==> src/ldc_pkg.sv <==
/*
 Package for the LED driver configuration register bank: word map, field positions,
 reset values and the decoded-field carrier. Assumes a 32-bit Avalon-MM slave.
*/
package ldc_pkg;

	// Geometry of the wide configuration and status images
	localparam int CFG_W = 288;
	localparam int WORDS = 9;
	localparam int NCH = 8;
	localparam int DC_W = 7;
	localparam int BC_W = 8;
	localparam int CH_STRIDE = 21;
	localparam int SECOND_DC_OFS = 14;

	// Register indices (byte address is four times the index)
	localparam logic [7:0] STATUS_IDX = 8'h02;
	localparam logic [7:0] CFG_BASE_IDX = 8'h10;
	localparam logic [7:0] CTRL_IDX = 8'h20;

	// Field positions inside the configuration image
	localparam int NEIGHBOR_CUR_BIT = 200;
	localparam int NEIGHBOR_DUR_BIT = 199;
	localparam int GRAY_MODE_LSB = 197;
	localparam int TIMING_RESET_BIT = 196;
	localparam int AUTO_REPEAT_BIT = 195;
	localparam int SECOND_RANGE_BIT = 194;
	localparam int FIRST_RANGE_BIT = 192;
	localparam int SECOND_BC_LSB = 184;
	localparam int FIRST_BC_LSB = 168;

	// Reset values
	localparam logic [31:0] WORD_RST = 32'h0000_0000;
	localparam logic [31:0] STATUS_RST = 32'h0000_0000;

	// Gray counter width encodings
	localparam logic [1:0] GRAY_MODE_10 = 2'h2;
	localparam logic [1:0] GRAY_MODE_8 = 2'h3;
	localparam logic [3:0] GRAY_BITS_12 = 4'hC;
	localparam logic [3:0] GRAY_BITS_10 = 4'hA;
	localparam logic [3:0] GRAY_BITS_8 = 4'h8;

	// Adjacent-pin test settings in their own units
	localparam int TEST_CUR_LO_UA = 20;
	localparam int TEST_CUR_HI_UA = 40;
	localparam int TEST_DUR_LO_US = 10;
	localparam int TEST_DUR_HI_US = 20;
	localparam int CLK_MHZ = 125;
	localparam int TEST_CYC_LO = TEST_DUR_LO_US * CLK_MHZ;
	localparam int TEST_CYC_HI = TEST_DUR_HI_US * CLK_MHZ;

	typedef struct packed {
		logic test_current_40ua;
		logic [11:0] test_cycles;
		logic [3:0] gray_bits;
		logic timing_reset_en;
		logic auto_repeat_en;
		logic second_range_high;
		logic first_range_high;
		logic [BC_W-1:0] second_group_brightness;
		logic [BC_W-1:0] first_group_brightness;
		logic [NCH*DC_W-1:0] first_group_channel_correction;
		logic [NCH*DC_W-1:0] second_group_channel_correction;
	} ldc_fields_t;

	typedef struct packed {
		logic read;
		logic write;
		logic [7:0] index;
		logic [31:0] wdata;
	} ldc_req_t;

endpackage

==> src/ldc_regs.sv <==
/*
 Configuration register bank of an 8-channel LED driver: a 288-bit configuration image
 written word by word over Avalon-MM, decoded into per-group and per-channel settings,
 and a read-only status image. Assumes one clock and an active-low async reset pin.
*/
// The Avalon-MM interface to the registers was decided locally.
`timescale 1ns/10ps
module ldc_regs #(
	parameter int NCH = ldc_pkg::NCH
) (
	// Clock and reset
	input wire logic ref_clk_i,
	input wire logic nrst_i,
	// Avalon-MM slave
	input wire logic [9:0] avs_address_i,
	input wire logic avs_read_i,
	input wire logic avs_write_i,
	input wire logic [31:0] avs_writedata_i,
	input wire logic [3:0] avs_byteenable_i,
	output logic [31:0] avs_readdata_o,
	output logic avs_waitrequest_o,
	output logic [1:0] avs_response_o,
	// Status image source, from logic on this clock
	input wire logic [ldc_pkg::CFG_W-1:0] status_i,
	// Decoded settings
	output ldc_pkg::ldc_fields_t fields_o,
	output logic apply_o
);
	// Reset release
	logic rst_s1_q;
	logic rst_s2_q;
	always_ff @(posedge ref_clk_i or negedge nrst_i) begin
		if (!nrst_i) begin
			rst_s1_q <= 1'b0;
			rst_s2_q <= 1'b0;
		end else begin
			rst_s1_q <= 1'b1;
			rst_s2_q <= rst_s1_q;
		end
	end

	typedef enum logic [1:0] {ST_IDLE, ST_READ, ST_DONE} ldc_state_t;

	ldc_state_t state_q;
	ldc_state_t state_d;
	ldc_pkg::ldc_req_t req;
	logic [31:0] rdata_q;
	logic [31:0] rdata_d;
	logic [1:0] resp_q;
	logic [1:0] resp_d;
	logic wait_q;
	logic wait_d;
	logic apply_q;
	logic apply_d;
	logic [ldc_pkg::CFG_W-1:0] status_q;
	logic [NCH*ldc_pkg::DC_W-1:0] first_dc;
	logic [NCH*ldc_pkg::DC_W-1:0] second_dc;
	logic [ldc_pkg::CFG_W-1:0] image;
	logic [31:0] mem_rdata;
	logic mem_we;
	logic [3:0] mem_idx;
	logic in_cfg;
	logic [31:0] wmask;
	logic [31:0] merged;
	ldc_pkg::ldc_fields_t fields_q;
	ldc_pkg::ldc_fields_t fields_d;

	// Word index is byte address bits 9:2; the two low address bits are ignored
	assign req.read = avs_read_i;
	assign req.write = avs_write_i;
	assign req.index = avs_address_i[9:2];
	assign req.wdata = avs_writedata_i;

	assign in_cfg = req.index >= ldc_pkg::CFG_BASE_IDX &&
		req.index < ldc_pkg::CFG_BASE_IDX + 8'(ldc_pkg::WORDS);
	assign mem_idx = 4'(req.index - ldc_pkg::CFG_BASE_IDX);

	for (genvar b = 0; b < 4; b++) begin : g_lane
		assign wmask[b*8 +: 8] = {8{avs_byteenable_i[b]}};
	end
	assign merged = (req.wdata & wmask) | (mem_rdata & ~wmask);

	// Write lands only once the word has been read back, keeping byte lanes honest
	assign mem_we = state_q == ST_READ && req.write && in_cfg;

	ldc_word_mem #(
		.DEPTH(ldc_pkg::WORDS)
	) u_mem (
		.clk_i(ref_clk_i),
		.rst_n_i(rst_s2_q),
		.we_i(mem_we),
		.waddr_i(mem_idx),
		.wdata_i(merged),
		.raddr_i(mem_idx),
		.rdata_o(mem_rdata),
		.image_o(image)
	);

	// Bus handshake: idle, one cycle for the word read, answer
	always_comb begin
		state_d = state_q;
		rdata_d = rdata_q;
		resp_d = resp_q;
		wait_d = 1'b1;
		apply_d = 1'b0;
		unique case (state_q)
			ST_IDLE: begin
				if (req.read || req.write) begin
					state_d = ST_READ;
				end
			end
			ST_READ: begin
				state_d = ST_DONE;
				wait_d = 1'b0;
				resp_d = 2'h0;
				rdata_d = 32'h0000_0000;
				if (in_cfg) begin
					rdata_d = mem_rdata;
					apply_d = req.write;
				end else if (req.index == ldc_pkg::STATUS_IDX) begin
					rdata_d = status_q[31:0];
					if (req.write) begin
						resp_d = 2'h2;
					end
				end else if (req.index >= ldc_pkg::STATUS_IDX + 8'h01 &&
					req.index < ldc_pkg::STATUS_IDX + 8'(ldc_pkg::WORDS)) begin
					rdata_d = status_q[32*(req.index - ldc_pkg::STATUS_IDX) +: 32];
					if (req.write) begin
						resp_d = 2'h2;
					end
				end else begin
					// Unmapped: reads zero, writes dropped, slave error answered
					resp_d = 2'h2;
				end
			end
			ST_DONE: begin
				state_d = ST_IDLE;
			end
			default: begin
				state_d = ST_IDLE;
			end
		endcase
	end

	always_ff @(posedge ref_clk_i or negedge rst_s2_q) begin
		if (!rst_s2_q) begin
			state_q <= ST_IDLE;
			rdata_q <= 32'h0000_0000;
			resp_q <= 2'h0;
			wait_q <= 1'b1;
			apply_q <= 1'b0;
		end else begin
			state_q <= state_d;
			rdata_q <= rdata_d;
			resp_q <= resp_d;
			wait_q <= wait_d;
			apply_q <= apply_d;
		end
	end

	// Status snapshot, zero in reset, then registered from status_i every cycle
	always_ff @(posedge ref_clk_i or negedge rst_s2_q) begin
		if (!rst_s2_q) begin
			status_q <= '0;
		end else begin
			status_q <= status_i;
		end
	end

	// One slice per channel; the reserved middle of each stride is never read
	for (genvar n = 0; n < NCH; n++) begin : g_chan
		assign first_dc[n*ldc_pkg::DC_W +: ldc_pkg::DC_W] = image[n*ldc_pkg::CH_STRIDE +: ldc_pkg::DC_W];
		assign second_dc[n*ldc_pkg::DC_W +: ldc_pkg::DC_W] =
			image[n*ldc_pkg::CH_STRIDE + ldc_pkg::SECOND_DC_OFS +: ldc_pkg::DC_W];
	end

	// Field decode; reserved bits never reach a field
	always_comb begin
		fields_d.test_current_40ua = image[ldc_pkg::NEIGHBOR_CUR_BIT];
		fields_d.test_cycles = image[ldc_pkg::NEIGHBOR_DUR_BIT] ?
			12'(ldc_pkg::TEST_CYC_HI) : 12'(ldc_pkg::TEST_CYC_LO);
		unique case (image[ldc_pkg::GRAY_MODE_LSB +: 2])
			ldc_pkg::GRAY_MODE_10: fields_d.gray_bits = ldc_pkg::GRAY_BITS_10;
			ldc_pkg::GRAY_MODE_8: fields_d.gray_bits = ldc_pkg::GRAY_BITS_8;
			default: fields_d.gray_bits = ldc_pkg::GRAY_BITS_12;
		endcase
		fields_d.timing_reset_en = image[ldc_pkg::TIMING_RESET_BIT];
		fields_d.auto_repeat_en = image[ldc_pkg::AUTO_REPEAT_BIT];
		fields_d.second_range_high = image[ldc_pkg::SECOND_RANGE_BIT];
		fields_d.first_range_high = image[ldc_pkg::FIRST_RANGE_BIT];
		fields_d.second_group_brightness = image[ldc_pkg::SECOND_BC_LSB +: ldc_pkg::BC_W];
		fields_d.first_group_brightness = image[ldc_pkg::FIRST_BC_LSB +: ldc_pkg::BC_W];
		fields_d.first_group_channel_correction = first_dc;
		fields_d.second_group_channel_correction = second_dc;
	end

	always_ff @(posedge ref_clk_i or negedge rst_s2_q) begin
		if (!rst_s2_q) begin
			fields_q <= '0;
		end else begin
			fields_q <= fields_d;
		end
	end

	assign avs_readdata_o = rdata_q;
	assign avs_waitrequest_o = wait_q;
	assign avs_response_o = resp_q;
	assign fields_o = fields_q;
	assign apply_o = apply_q;
endmodule

==> src/ldc_word_mem.sv <==
/*
 Word store for the configuration image, one register per 32-bit word.
 Assumes the caller decodes the word index and keeps it below the depth.
*/
`timescale 1ns/10ps
module ldc_word_mem #(
	parameter int DEPTH = 9
) (
	// Clock and reset
	input wire logic clk_i,
	input wire logic rst_n_i,
	// Write port
	input wire logic we_i,
	input wire logic [3:0] waddr_i,
	input wire logic [31:0] wdata_i,
	// Registered read port and full image
	input wire logic [3:0] raddr_i,
	output logic [31:0] rdata_o,
	output logic [DEPTH*32-1:0] image_o
);
	logic [DEPTH*32-1:0] mem_q;
	logic [DEPTH*32-1:0] mem_d;
	logic [31:0] rdata_q;
	logic [31:0] rdata_d;

	always_comb begin
		mem_d = mem_q;
		rdata_d = 32'h0000_0000;
		for (int i = 0; i < DEPTH; i++) begin
			if (we_i && waddr_i == 4'(i)) begin
				mem_d[i*32 +: 32] = wdata_i;
			end
			if (raddr_i == 4'(i)) begin
				rdata_d = mem_q[i*32 +: 32];
			end
		end
	end

	always_ff @(posedge clk_i or negedge rst_n_i) begin
		if (!rst_n_i) begin
			mem_q <= '0;
			rdata_q <= ldc_pkg::WORD_RST;
		end else begin
			mem_q <= mem_d;
			rdata_q <= rdata_d;
		end
	end

	assign rdata_o = rdata_q;
	assign image_o = mem_q;
endmodule

==> config.mk <==
export PLATFORM = sky130hd
export DESIGN_NAME = ldc_regs
export DESIGN_NICKNAME = d
export VERILOG_FILES = /design/src/ldc_pkg.sv /design/src/ldc_regs.sv /design/src/ldc_word_mem.sv
export SDC_FILE = /design/constraint.sdc
export NUM_CORES = 1
export LEC_CHECK = 0
export BUFFER_PORTS_ARGS = -buffer_cell sky130_fd_sc_hd__buf_4
export CAP_MARGIN = 10
export CORE_MARGIN = 8
export CORE_UTILIZATION = 40
export CTS_CLUSTER_DIAMETER = 30
export DETAILED_ROUTE_END_ITERATION = 8
export GPL_ROUTABILITY_DRIVEN = 1
export HOLD_SLACK_MARGIN = 0.12
export SYNTH_ARGS = -nofsm -noshare
export SYNTH_HDL_FRONTEND = slang
export SYNTH_SLANG_ARGS = --single-unit
==> constraint.sdc <==
create_clock -name ref_clk_i -period 21.4 [get_ports ref_clk_i]
set_input_delay 4.28 -clock ref_clk_i [delete_from_list [all_inputs] [get_ports ref_clk_i]]
set_output_delay 4.28 -clock ref_clk_i [all_outputs]
set_load 0.01 [all_outputs]
# After elaboration in Yosys (flattened, before gate mapping)
# Index checks and enable logic that the tools add are counted.
dict set report classes {
  magnitude_cmp 4
  add_sub_neg 2
  bitwise_logic 4
  n_reduce_logical 16
  mux 23
  shifts 1
  n_eq_ne 13
}
# cell n
set ops {}
lappend ops {{two-way mux 32 bit} 12}
lappend ops {{variable part select 288 x 33 -> 32 bit} 1}
lappend ops {{bitwise AND 32 bit} 2}
lappend ops {{inverter 32 bit} 1}
lappend ops {{OR 32 bit} 1}
lappend ops {{equality test 4 x 3 -> 1 bit, second input constant} 4}
lappend ops {{logical AND 1 bit} 13}
lappend ops {{two-way mux 12 bit} 1}
lappend ops {{two-way mux 2 bit} 5}
lappend ops {{subtractor 8 x 2 -> 9 bit, second input constant} 1}
lappend ops {{equality test 4 x 2 -> 1 bit, second input constant} 2}
lappend ops {{equality test 8 x 2 -> 1 bit, second input constant} 1}
lappend ops {{>= comparator 8 x 2 -> 1 bit, second input constant} 1}
lappend ops {{>= comparator 8 x 5 -> 1 bit, second input constant} 1}
lappend ops {{< comparator 8 x 4 -> 1 bit, second input constant} 1}
lappend ops {{< comparator 8 x 5 -> 1 bit, second input constant} 1}
lappend ops {{case mux 3 bit (2 select lines)} 1}
lappend ops {{equality test 2 bit, second input constant} 2}
lappend ops {{equality test 4 x 1 -> 1 bit, second input constant} 1}
lappend ops {{equality test 4 bit, second input constant} 1}
lappend ops {{logical NOT 4 bit} 1}
lappend ops {{case mux 2 bit (2 select lines)} 1}
lappend ops {{subtractor 4 x 1 -> 4 bit, second input constant} 1}
lappend ops {{two-way mux 1 bit} 3}
lappend ops {{other kinds (4)} 4}
dict set report totals {
  inputBits 338
  regBits 797
  out_inout_bits 185
  elab_cells 92
}

# Depth between registers and ports, before layout
# Gate-level depths: netlist of the first run.
dict set report logic_depth {
  word_depth 11
  mapped_depth 13
  mapped_depth_nobuf 7
}

# Modules after synthesis
# A second synthesis of the first run with hierarchy kept.
dict set report hier_totals {
  hier_cells 2012
  area_unflattened_um2 30021.3
}
# mod cells_per_inst seq_area_each_um2 instances area_per_inst_um2
set by_module_without_submodules {}
lappend by_module_without_submodules {ldc_regs 937 11637.4 1 15660.0}
lappend by_module_without_submodules {ldc_word_mem 1075 8007.7 1 14361.3}

# Least setup slack after synthesis of the first run
# OpenSTA, ideal clock, no wires.
dict set report synth_timing {
  kind {in2reg}
  startpoint {input port avs_address_i[3]}
  endpoint {register rdata_q[1] (netlist: avs_readdata_o[1])}
  path_slack_ps 14842
  path_buffers 6
  path_stages 13
  setup_time_ps 123
  required_time_ps 21277
  arrival_ps 6434
  path_cell_list {buf_4 -> buf_4 -> buf_2 -> inv_1 -> clkbuf_1 -> ha_1 -> xnor2_2 -> nor2b_1 -> buf_2 -> clkbuf_1 -> a221o_1 -> a21oi_1 -> o21ai_1}
}
dict set report synth_between {
  elab_chain_len 5
}
# item line
set synth_rtl {}
lappend synth_rtl {{start, declared} ldc_regs.sv:15} ;# input wire logic [9:0] avs_address_i,
lappend synth_rtl {{subtractor 8 x 2 -> 9 bit, or another cell as far along} ldc_regs.sv:127} ;# rdata_d = status_q[32*(req.index - ldc_pkg::STATUS_IDX) +: 32];
lappend synth_rtl {{variable part select 288 x 33 -> 32 bit or logical AND 1 bit (tied branches)} {ldc_regs.sv:127, ldc_regs.sv:125}}
lappend synth_rtl {{two-way mux 32 bit} ldc_regs.sv:125} ;# end else if (req.index >= ldc_pkg::STATUS_IDX + 8'h01 &&
lappend synth_rtl {{two-way mux 32 bit} ldc_regs.sv:120} ;# end else if (req.index == ldc_pkg::STATUS_IDX) begin
lappend synth_rtl {{two-way mux 32 bit *} ldc_regs.sv:117} ;# if (in_cfg) begin
lappend synth_rtl {{end signal, assigned} ldc_regs.sv:154} ;# rdata_q <= rdata_d;
lappend synth_rtl {{end, declared} ldc_regs.sv:47} ;# logic [31:0] rdata_q;
# Every way passes the cells marked *; elsewhere a longest branch is shown, timed or not.
# A chain may end at the register's enable or synchronous reset.

# Worst setup path after layout of the first run
dict set report layout_timing {
  startpoint {input port avs_address_i[3]}
  endpoint {register rdata_q[7] (netlist: avs_readdata_o[7])}
}
# Same word-level chain as after synthesis.

==> qor.yml, run 1 <==
status: "finished clean"
numCtsBuffers: 158
placed_cell_area_um2: 33300
antenna_found_initial: 11
finalMaxSlewViolations: 0
finClkSkew_ns: 0.0303
wl_per_cell_um: 24.9
hp-start: "rst_s1_q"
dp.final_hpwl_um: 63400
cts-hold-fix-buffers: 0
finalSetupTns_ns: 0
finalHoldViolations: 0
synth_cells: 2229
reg2reg_slack_ns: 16.95
cp.required_ns: 22.02
grt_pass1_wl_um: 143000
core-area_um2: 71200
ys_warn_count: 0
fmax_mhz: 142
ant_nets: 0
reg2reg_depth: 4
vias: 20394
drc: 0
grt_usage: 0.237
maxCapViolCount: 0
syn_avg_cell_area_um2: 12.9
swShare: 0.238
design_area_um2: 38900
port_buffers: 514
gr-total-overflow: 0
synthDistinctLibCells: 49
worstMarginPinSlew_ns: 1.22
cts_setup_buffers: 0
period_needed_ns: 7.06
clkTransAtPathRegs_ns: 0.05
cp-startpoint: "avs_address_i[3]"
maxSlewHeadroom: 0.185
ctsHtreeMaxLevel: 4
floorplan.io_pins: 523
internal_power_uw: 3380
cts-resized-gates: 0
cts-root-buf: "clkbuf_16"
synth_area_um2: 28700
power_density_nw_per_um2: 114
viasPerCell: 5.28
min_period_over_period: 0.330
combPwrFrac: 0.069
irDropWorstVdd_uv: 63.8
drive_gt1_frac: 0.326
gp_congestion: 0.859
switchingPower_uw: 1050
synth_ff_type: "dfrtp_1"
rows: 98
grt_pass1_vias: 21452
r2r-end: "status_q[36]"
power.leakage_uw: 0.0183
fp.dieW_um: 284
async_flop_share: 1.00
dr.first_iter.drc_count: 1505
path_max_fanout: 33
seqPwrFrac: 0.356
die_h_um: 284
r2r_start: "rst_s2_q"
synth-seq-area-share: 0.685
grt_max_degree: 178
start_kind: "primary input"
end_kind: "register"
synth_edf_count: 0
crit_type: "in -> reg"
holdPathStages: 0
cts_tree: "done"
cp_data_arrival_time_ns: 7.67
setup_viol: 0
drt_pass1_iterations: 5
worstHoldEndpoint: "rst_s2_q"
area_delta_synth_final_pct: 35.8
clkLatencyLatePin_ns: 0.71
hold_class: "reg -> reg"
cts_sinks: 785
final_nets: 3118
clockPowerShare: 0.575
synth-seq-cells: 785
wirelength_um: 96200
rsz0062_at_grt: "false"
dieArea_um2: 80500
initial_utilization: 0.402
clockBufferDepth: 3
## flip-flops by register name, indices dropped and copies added (netlist names)
name               cells
avs_waitrequest_o      1
apply_o                1
u_mem.rdata_o         32
rst_s2_q               1
status_q             288
avs_response_o         1
state_q                2
avs_readdata_o        32
rst_s1_q               1
fields_o             138
u_mem.image_o        288
## worst max path at each step
| stage | endpoint | slack (ns) | cells past startpoint |
|---|---|---|---|
| 3_3_place_gp | avs_readdata_o[6] | 13.61 | 9 |
| 3_5_place_dp | avs_readdata_o[7] | 13.62 | 9 |
| 2_1_floorplan | apply_o | 8.65 | 0 |
| 4_1_cts | avs_readdata_o[7] | 14.37 | 9 |
| 6_report | avs_readdata_o[7] | 14.34 | 9 |
| 5_1_grt | avs_readdata_o[7] | 14.26 | 9 |
## cell type report
cell class | instances | area [µm²]
repair buffers | 544 | 4120
multi-input cells | 1282 | 8290
diodes | 5 | 12.5
fillers | 5881 | 32300
well taps | 950 | 1190
flip-flops and latches | 785 | 19600
clock inverters | 102 | 1300
clock buffers | 191 | 4340
inverters | 7 | 26.3
## cell families after synthesis
kind of cell | after synthesis | share of synthesized area
DFF | 785 | 0.685
AOI/OAI and AO/OA | 620 | 0.121
and+or+nand+nor | 515 | 0.0780
buffers and inverters | 168 | 0.0283
muxes | 135 | 0.0855
adders and majority gates | 2 | 0.000873
other | 2 | 0.000262
xor gates and xnor gates | 2 | 0.000873
## metrics by stage
step / cells / util / hold WS [ns] / power, µW / setup slack (ns)
2_1_floorplan: 2235 / - / 0.331 / 1750 / 8.65
3_3_place_gp: 3568 / 0.467 / 0.340 / 1900 / 13.61
3_5_place_dp: 3568 / 0.467 / 0.345 / 1910 / 13.62
4_1_cts: 3861 / 0.546 / 0.345 / 4480 / 14.37
5_1_grt: 3864 / 0.546 / 0.369 / 4580 / 14.26
6_report: 3866 / 0.546 / 0.349 / 4430 / 14.34
## layer usage
layer	global-route usage	share of wire	wire length, µm	vias up
li1	-	-	-	8963
met1	0.317	0.42	40500	10389
met2	0.359	0.46	44700	867
met3	0.0778	0.085	8150	161
met4	0.0859	0.029	2740	14
met5	0	0.00093	89	-
## cell usage after synthesis (all sizes together) (5+ instances only)
cell / n / area share
mux2: 9 / 0.0035
buf: 75 / 0.016
nand3: 7 / 0.0033
o21ai: 333 / 0.059
a22oi: 36 / 0.0094
nand2: 310 / 0.041
mux4: 87 / 0.068
a21oi: 184 / 0.032
o22ai: 14 / 0.0031
nor2b: 5 / 0.0011
mux2i: 39 / 0.014
nor3: 7 / 0.0030
clkbuf: 86 / 0.011
o2bb2ai: 9 / 0.0028
inv: 7 / 0.00092
a31oi: 9 / 0.0020
a221o: 32 / 0.011
and3: 34 / 0.0074
nor2: 141 / 0.019
dfrtp: 784 / 0.68
nand2b: 5 / 0.0011
## placed cells by master (no fill, tap or decap), drive strengths merged, types with 5 or more instances in the layout
cell / instances
mux4: 87
a31oi: 9
clkinvlp: 13
mux2: 9
nand2b: 5
clkbuf: 192
bufinv: 21
nor2: 141
conb: 8
nand2: 310
diode: 5
dfrtp: 784
a21oi: 184
nor3: 7
a221o: 32
nand3: 7
o22ai: 14
nor2b: 5
and3: 34
buf: 543
o21ai: 333
clkinv: 47
a22oi: 36
mux2i: 39
inv: 28
o2bb2ai: 9
## worst max-delay path, cell delays in order
cell	delay, ns
buf_6	0.16
inv_1	0.49
ha_1	0.38
xnor2_4	0.16
buf_4	0.43
nor2b_4	1.01
a221o_1	0.33
a21oi_1	0.15
o21ai_1	0.18
## power groups by stage
| stage | Sequential [µW] | Combinational (µW) | Clock (µW) |
|---|---|---|---|
| 2_1_floorplan | 1620 | 128 | 0 |
| 3_3_place_gp | 1600 | 304 | 0 |
| 3_5_place_dp | 1600 | 309 | 0 |
| 4_1_cts | 1580 | 311 | 2590 |
| 5_1_grt | 1580 | 332 | 2670 |
| 6_report | 1580 | 304 | 2550 |
Note: power is estimated with default switching activity, not from simulation.
==> inputs of run 2 (changes only) <==
==> constraint.sdc (replaced) <==
create_clock -name ref_clk_i -period 7 [get_ports ref_clk_i]
set_input_delay 1.4 -clock ref_clk_i [delete_from_list [all_inputs] [get_ports ref_clk_i]]
set_output_delay 1.4 -clock ref_clk_i [all_outputs]
set_load 0.01 [all_outputs]
==> run 2 against run 1 <==
Design area down 0.48%. Largest cell class unchanged. Highest routed layer unchanged. Clock skew up 0.0075 ns. Worst setup slack worse by 12 ns. Via count up 1.9%. Sequential share of layout area up 0.24 points. Critical path depth unchanged. Global-route usage up 0.11 points. Core utilization down 0.26 points.
==> qor.yml, run 2 (same netlist as run 1, synthesis figures left out) <==
place_inst: 3570  # was 3568
layout_common_cells: "783 x dfrtp_1, 541 x buf_4, 308 x nand2_1"  # was 783 x dfrtp_1, 540 x buf_4, 308 x nand2_1
gp_congestion: 0.885  # was 0.859
viasPerCell: 5.39  # was 5.28
die_h_um: 284  # unchanged
finClkSkew_ns: 0.0378  # was 0.0303 ns
irDropWorstVdd_uv: 248  # was 63.8 µV
final_common_cell: "dfrtp_1"  # unchanged
cts_tree: "done"  # unchanged
cp_data_arrival_time_ns: 4.97  # was 7.67 ns
clockBufferDepth: 3  # unchanged
vias: 20772  # was 20394
cts-root-buf: "clkbuf_16"  # unchanged
core-area_um2: 71200  # unchanged
cts_sinks: 785  # unchanged
maxCapViolCount: 0  # unchanged
power.leakage_uw: 0.0182  # was 0.0183 µW
area_delta_synth_final_pct: 35.2  # was 35.8%
r2r_start: "state_q[1]"  # was rst_s2_q
clkLatencyLatePin_ns: 0.72  # was 0.71 ns
reg2reg_depth: 6  # was 4
power_uw: 13300  # was 4430 µW
fillCellCount: 5928  # was 5881
setup_viol: 0  # unchanged
cts_setup_buffers: 0  # unchanged
grt_usage: 0.238  # was 0.237
port_buffers: 514  # unchanged
maxSlewHeadroom: 0.246  # was 0.185
gr-total-overflow: 0  # unchanged
dp_slack_ns: 1.99  # was 13.62 ns
dp.final_hpwl_um: 64200  # was 63400 µm
path_max_fanout: 41  # was 33
finalNonFillerCells: 3852  # was 3866
cts-resized-gates: 0  # unchanged
multi_input_comb_area_um2: 8290  # unchanged
cp.required_ns: 7.63  # was 22.02 ns
worstMarginPinSlew_ns: 1.13  # was 1.22 ns
crit_type: "in -> reg"  # unchanged
end_kind: "register"  # unchanged
grt_pass1_vias: 21782  # was 21452
hold_class: "reg -> async"  # was reg -> reg
ctsHtreeMaxLevel: 4  # unchanged
period_needed_ns: 4.34
rsz0062_at_grt: "false"  # unchanged
fp.dieW_um: 284  # unchanged
drive_gt1_frac: 0.320  # was 0.326
grt_max_degree: 184  # was 178
initial_utilization: 0.402  # unchanged
dr.first_iter.drc_count: 1664  # was 1505
clkTransAtPathRegs_ns: 0.05  # about the same
wirelength_um: 96700  # was 96200 µm
start_kind: "primary input"  # unchanged
finalMaxSlewViolations: 0  # unchanged
r2r-end: "u_mem.image_o[138]"  # was status_q[36]
floorplan.io_pins: 523  # unchanged
fmax_mhz: 231
drc: 0  # unchanged
seq_area_um2: 19600  # unchanged
power_density_nw_per_um2: 344  # was 114 nW/µm²
antenna_found_initial: 8  # was 11
min_period_over_period: 0.620
status: "finished clean"  # unchanged
reg2reg_slack_ns: 4.16  # was 16.95 ns
final_nets: 3115  # was 3118
dieArea_um2: 80500  # unchanged
wl_per_cell_um: 25.1  # was 24.9 µm
grt_pass1_wl_um: 145000  # was 143000 µm
numCtsBuffers: 153  # was 158
cts-hold-fix-buffers: 0  # unchanged
finalHoldViolations: 0  # unchanged
setup_ws_ns: 2.66  # was 14.34 ns
drt_pass1_iterations: 6  # was 5
rows: 98  # unchanged
ant_nets: 0  # unchanged
==> run 2: cell count changes in the layout (fill, tap and decap cells not counted), sizes merged <==
cell	delta
bufinv	-2
clkinvlp	-2
clkbuf	+9
inv	-2
diode	-2
clkinv	-17
buf	+2
==> run 2: worst max path at each step <==
stage / start / end / cells past startpoint
after floorplan: rst_s2_q / apply_o / 0
after global placement: avs_address_i[3] / avs_readdata_o[6] / 9
after detailed placement: avs_address_i[3] / avs_readdata_o[24] / 9
after CTS: avs_address_i[3] / avs_readdata_o[24] / 9
after global routing: avs_address_i[3] / avs_readdata_o[24] / 9
final: avs_address_i[3] / avs_readdata_o[24] / 9
==> run 2: metal layers <==
metal  global-route usage  share of wire
met1                0.320           0.42
met2                0.369           0.47
met4               0.0847          0.030
met3               0.0665          0.076
met5                    0        0.00073
==> run 2: through the flow <==
| stage | utilization | setup TNS [ns] | area [µm²] | hold WS (ns) |
|---|---|---|---|---|
| after floorplan | - | -442.42 | 28700 | 0.331 |
| after global placement | 0.467 | 0 | 33300 | 0.337 |
| after detailed placement | 0.467 | 0 | 33300 | 0.354 |
| after CTS | 0.544 | 0 | 38700 | 0.347 |
| after global routing | 0.544 | 0 | 38700 | 0.366 |
| final | 0.544 | 0 | 38700 | 0.325 |
==> run 2: final cells by class <==
class / instances / share of cell area
sequential: 785 / 0.507
multi-input combinational: 1282 / 0.214
clock buffer: 200 / 0.110
timing repair buffer: 546 / 0.107
tap: 950 / 0.0307
clock inverter: 79 / 0.0305
inverter: 7 / 0.000678
antenna: 3 / 0.000194
==> run 2: where the power goes <==
part | internal [µW] | switching, µW | leakage (µW)
logic | 373 | 566 | 0.00528
registers | 4730 | 98.8 | 0.0102
clock network | 5030 | 2520 | 0.00263
==> run 2: critical path: stages <==
cell and delay, ns:
buf_6 0.37, inv_1 0.43, ha_1 0.41, xnor2_4 0.24, buf_4 0.41, nor2b_4 0.99, a221o_1 0.29, a21oi_1 0.16
o21ai_1 0.19
==> inputs of run 3 (changes only) <==
==> constraint.sdc (replaced) <==
create_clock -name ref_clk_i -period 3.7 [get_ports ref_clk_i]
set_input_delay 0.74 -clock ref_clk_i [delete_from_list [all_inputs] [get_ports ref_clk_i]]
set_output_delay 0.74 -clock ref_clk_i [all_outputs]
set_load 0.01 [all_outputs]
==> run 3 against run 2 <==
Largest cell class unchanged. Register-to-register slack worse by 2.7 ns. Hold slack got worse by 0.17 ns. Sequential share of layout area shrank 4.3 points. Critical path type unchanged. Count of clock-buffer cells in the layout shrank 4. Core utilization rose by 5.1 points. Via count grew 6.2%. Cell count increased by 8.4%. Design area is 9.3% higher. Sequential power is 89% higher.
==> qor.yml, run 3 (same netlist as run 1, synthesis figures left out) <==
core-area_um2: 71200  # unchanged
area_delta_synth_final_pct: 47.7  # was 35.2%
gr-total-overflow: 0  # unchanged
crit_type: "in -> reg"  # unchanged
ctsHtreeMaxLevel: 4  # unchanged
wirelength_um: 103000  # was 96700 µm
status: "finished clean"  # unchanged
drc: 0  # unchanged
dr.first_iter.drc_count: 1928  # was 1664
maxCapViolCount: 0  # unchanged
cts-root-buf: "clkbuf_16"  # unchanged
gp_congestion: 0.889  # was 0.885
ant_nets: 0  # unchanged
swShare: 0.238  # was 0.239
path_max_fanout: 15  # was 41
cts_setup_buffers: 0  # unchanged
power.leakage_uw: 0.0197  # was 0.0182 µW
place_inst: 3611  # was 3570
r2r_start: "state_q[1]"  # unchanged
clkTransAtPathRegs_ns: 0.05  # about the same
power_density_nw_per_um2: 625  # was 344 nW/µm²
finalMaxSlewViolations: 0  # unchanged
start_kind: "primary input"  # unchanged
cp-startpoint: "avs_address_i[4]"  # was avs_address_i[3]
cp_data_arrival_time_ns: 3.17  # was 4.97 ns
internal_power_uw: 20200  # was 10100 µW
reg2reg_slack_ns: 1.45  # was 4.16 ns
finalHoldViolations: 0  # unchanged
cp.required_ns: 4.34  # was 7.63 ns
setup_viol: 0  # unchanged
irDropWorstVdd_uv: 489  # was 248 µV
antenna_found_initial: 21  # was 8
hold_class: "in -> reg"  # was reg -> async
dp_slack_ns: 0.484  # was 1.99 ns
fp.dieW_um: 284  # unchanged
wl_per_cell_um: 24.7  # was 25.1 µm
fin_hold_ws_ns: 0.152  # was 0.325 ns
floorplan.io_pins: 523  # unchanged
dieArea_um2: 80500  # unchanged
final_nets: 3431  # was 3115
numCtsBuffers: 157  # was 153
drt_pass1_iterations: 8  # was 6
grt_pass1_wl_um: 154000  # was 145000 µm
worstMarginPinSlew_ns: 1.09  # was 1.13 ns
switchingPower_uw: 6290  # was 3190 µW
port_buffers: 514  # unchanged
drive_gt1_frac: 0.306  # was 0.320
cts_tree: "done"  # unchanged
setup_ws_ns: 1.16  # was 2.66 ns
finClkSkew_ns: 0.0327  # was 0.0378 ns
end_kind: "register"  # unchanged
clockBufferDepth: 3  # unchanged
layout_common_cells: "783 x dfrtp_1, 565 x buf_4, 308 x nand2_1"  # was 783 x dfrtp_1, 541 x buf_4, 308 x nand2_1
rows: 98  # unchanged
fmax_mhz: 394
die_h_um: 284  # unchanged
dp.final_hpwl_um: 67000  # was 64200 µm
grt_usage: 0.253  # was 0.238
final_common_cell: "dfrtp_1"  # unchanged
clockPowerShare: 0.575  # was 0.567
combPwrFrac: 0.079  # was 0.070
seqPwrFrac: 0.346  # was 0.362
grt_max_degree: 110  # was 184
finalNonFillerCells: 4175  # was 3852
period_needed_ns: 2.54
rsz0062_at_grt: "false"  # unchanged
min_period_over_period: 0.686
fillCellCount: 5462  # was 5928
fin_util: 0.594  # was 0.544
viasPerCell: 5.28  # was 5.39
vias: 22058  # was 20772
clkLatencyLatePin_ns: 0.72  # about the same
initial_utilization: 0.402  # unchanged
maxSlewHeadroom: 0.253  # was 0.246
cts_sinks: 785  # unchanged
hp-start: "status_i[94]"
grt_pass1_vias: 23792  # was 21782
run 3: cell types whose count changed in the layout (fill, tap and decap cells not counted), moves of 5 or more:
cell,change
clkinv_4,+5
clkinvlp_4,+5
clkbuf_1,-10
buf_4,+24
buf_12,+17
dlygate4sd3_1,+271
bufinv_16,+8
run 3: through the flow:
step                      total power (µW)  area, µm²  TNS (ns)
after global routing                 27300      42300         0
after global placement               11100      33800         0
after floorplan                      10100      28700  -3024.84
final                                26500      42300         0
after CTS                            26600      42300         0
after detailed placement             11100      33800         0
run 3: worst paths after layout:
check / endpoint / depth (start not counted)
worst min register to register: rst_s2_q / 0
worst max-delay path: avs_readdata_o[0] / 10
worst min-delay path: status_q[94] / 1
max in group asynchronous: status_q[151] / 1
worst max register to register: u_mem.image_o[11] / 7
min in group asynchronous: rst_s1_q / 2
run 3: worst max-delay path, cell delays in order:
cell and delay [ns]:
buf_4 0.12, inv_1 0.15, ha_1 0.29, xnor2_4 0.10, nor3b_4 0.78, buf_4 0.40, buf_4 0.21, a221o_1 0.17
a21oi_1 0.07, o21ai_1 0.12
run 3: per-layer routing:
layer	routed length, µm	vias up	global-route usage	share of wire
met1	40300	11067	0.315	0.39
met5	84	-	0	0.00082
met4	4170	16	0.110	0.041
li1	-	9607	-	-
met2	48400	1116	0.398	0.47
met3	10000	252	0.0922	0.097
run 3: area by class of cell:
class                      instances  area, µm²  share of cell area
inverter                           7       26.3            0.000621
multi-input combinational       1282       8290               0.196
tap                              950       1190              0.0281
clock inverter                    90       1450              0.0342
clock buffer                     196       4350               0.103
timing repair buffer             858       7380               0.174
antenna                            7       17.5            0.000414
sequential                       785      19600               0.464
run 3: timing repair:
| item | CTS | global route |
|---|---|---|
| gates resized for setup | 0 | 0 |
| hold endpoints to repair | 269 | 3 |
| hold buffers | 268 | 3 |
run 3: power groups by stage:
stage | logic, µW | registers, µW | clock network, µW
finish | 2090 | 9150 | 15200
global route | 2260 | 9170 | 15900
CTS | 2100 | 9140 | 15400
detailed placement | 1830 | 9270 | 0
global placement | 1810 | 9250 | 0
floorplan | 741 | 9350 | 0
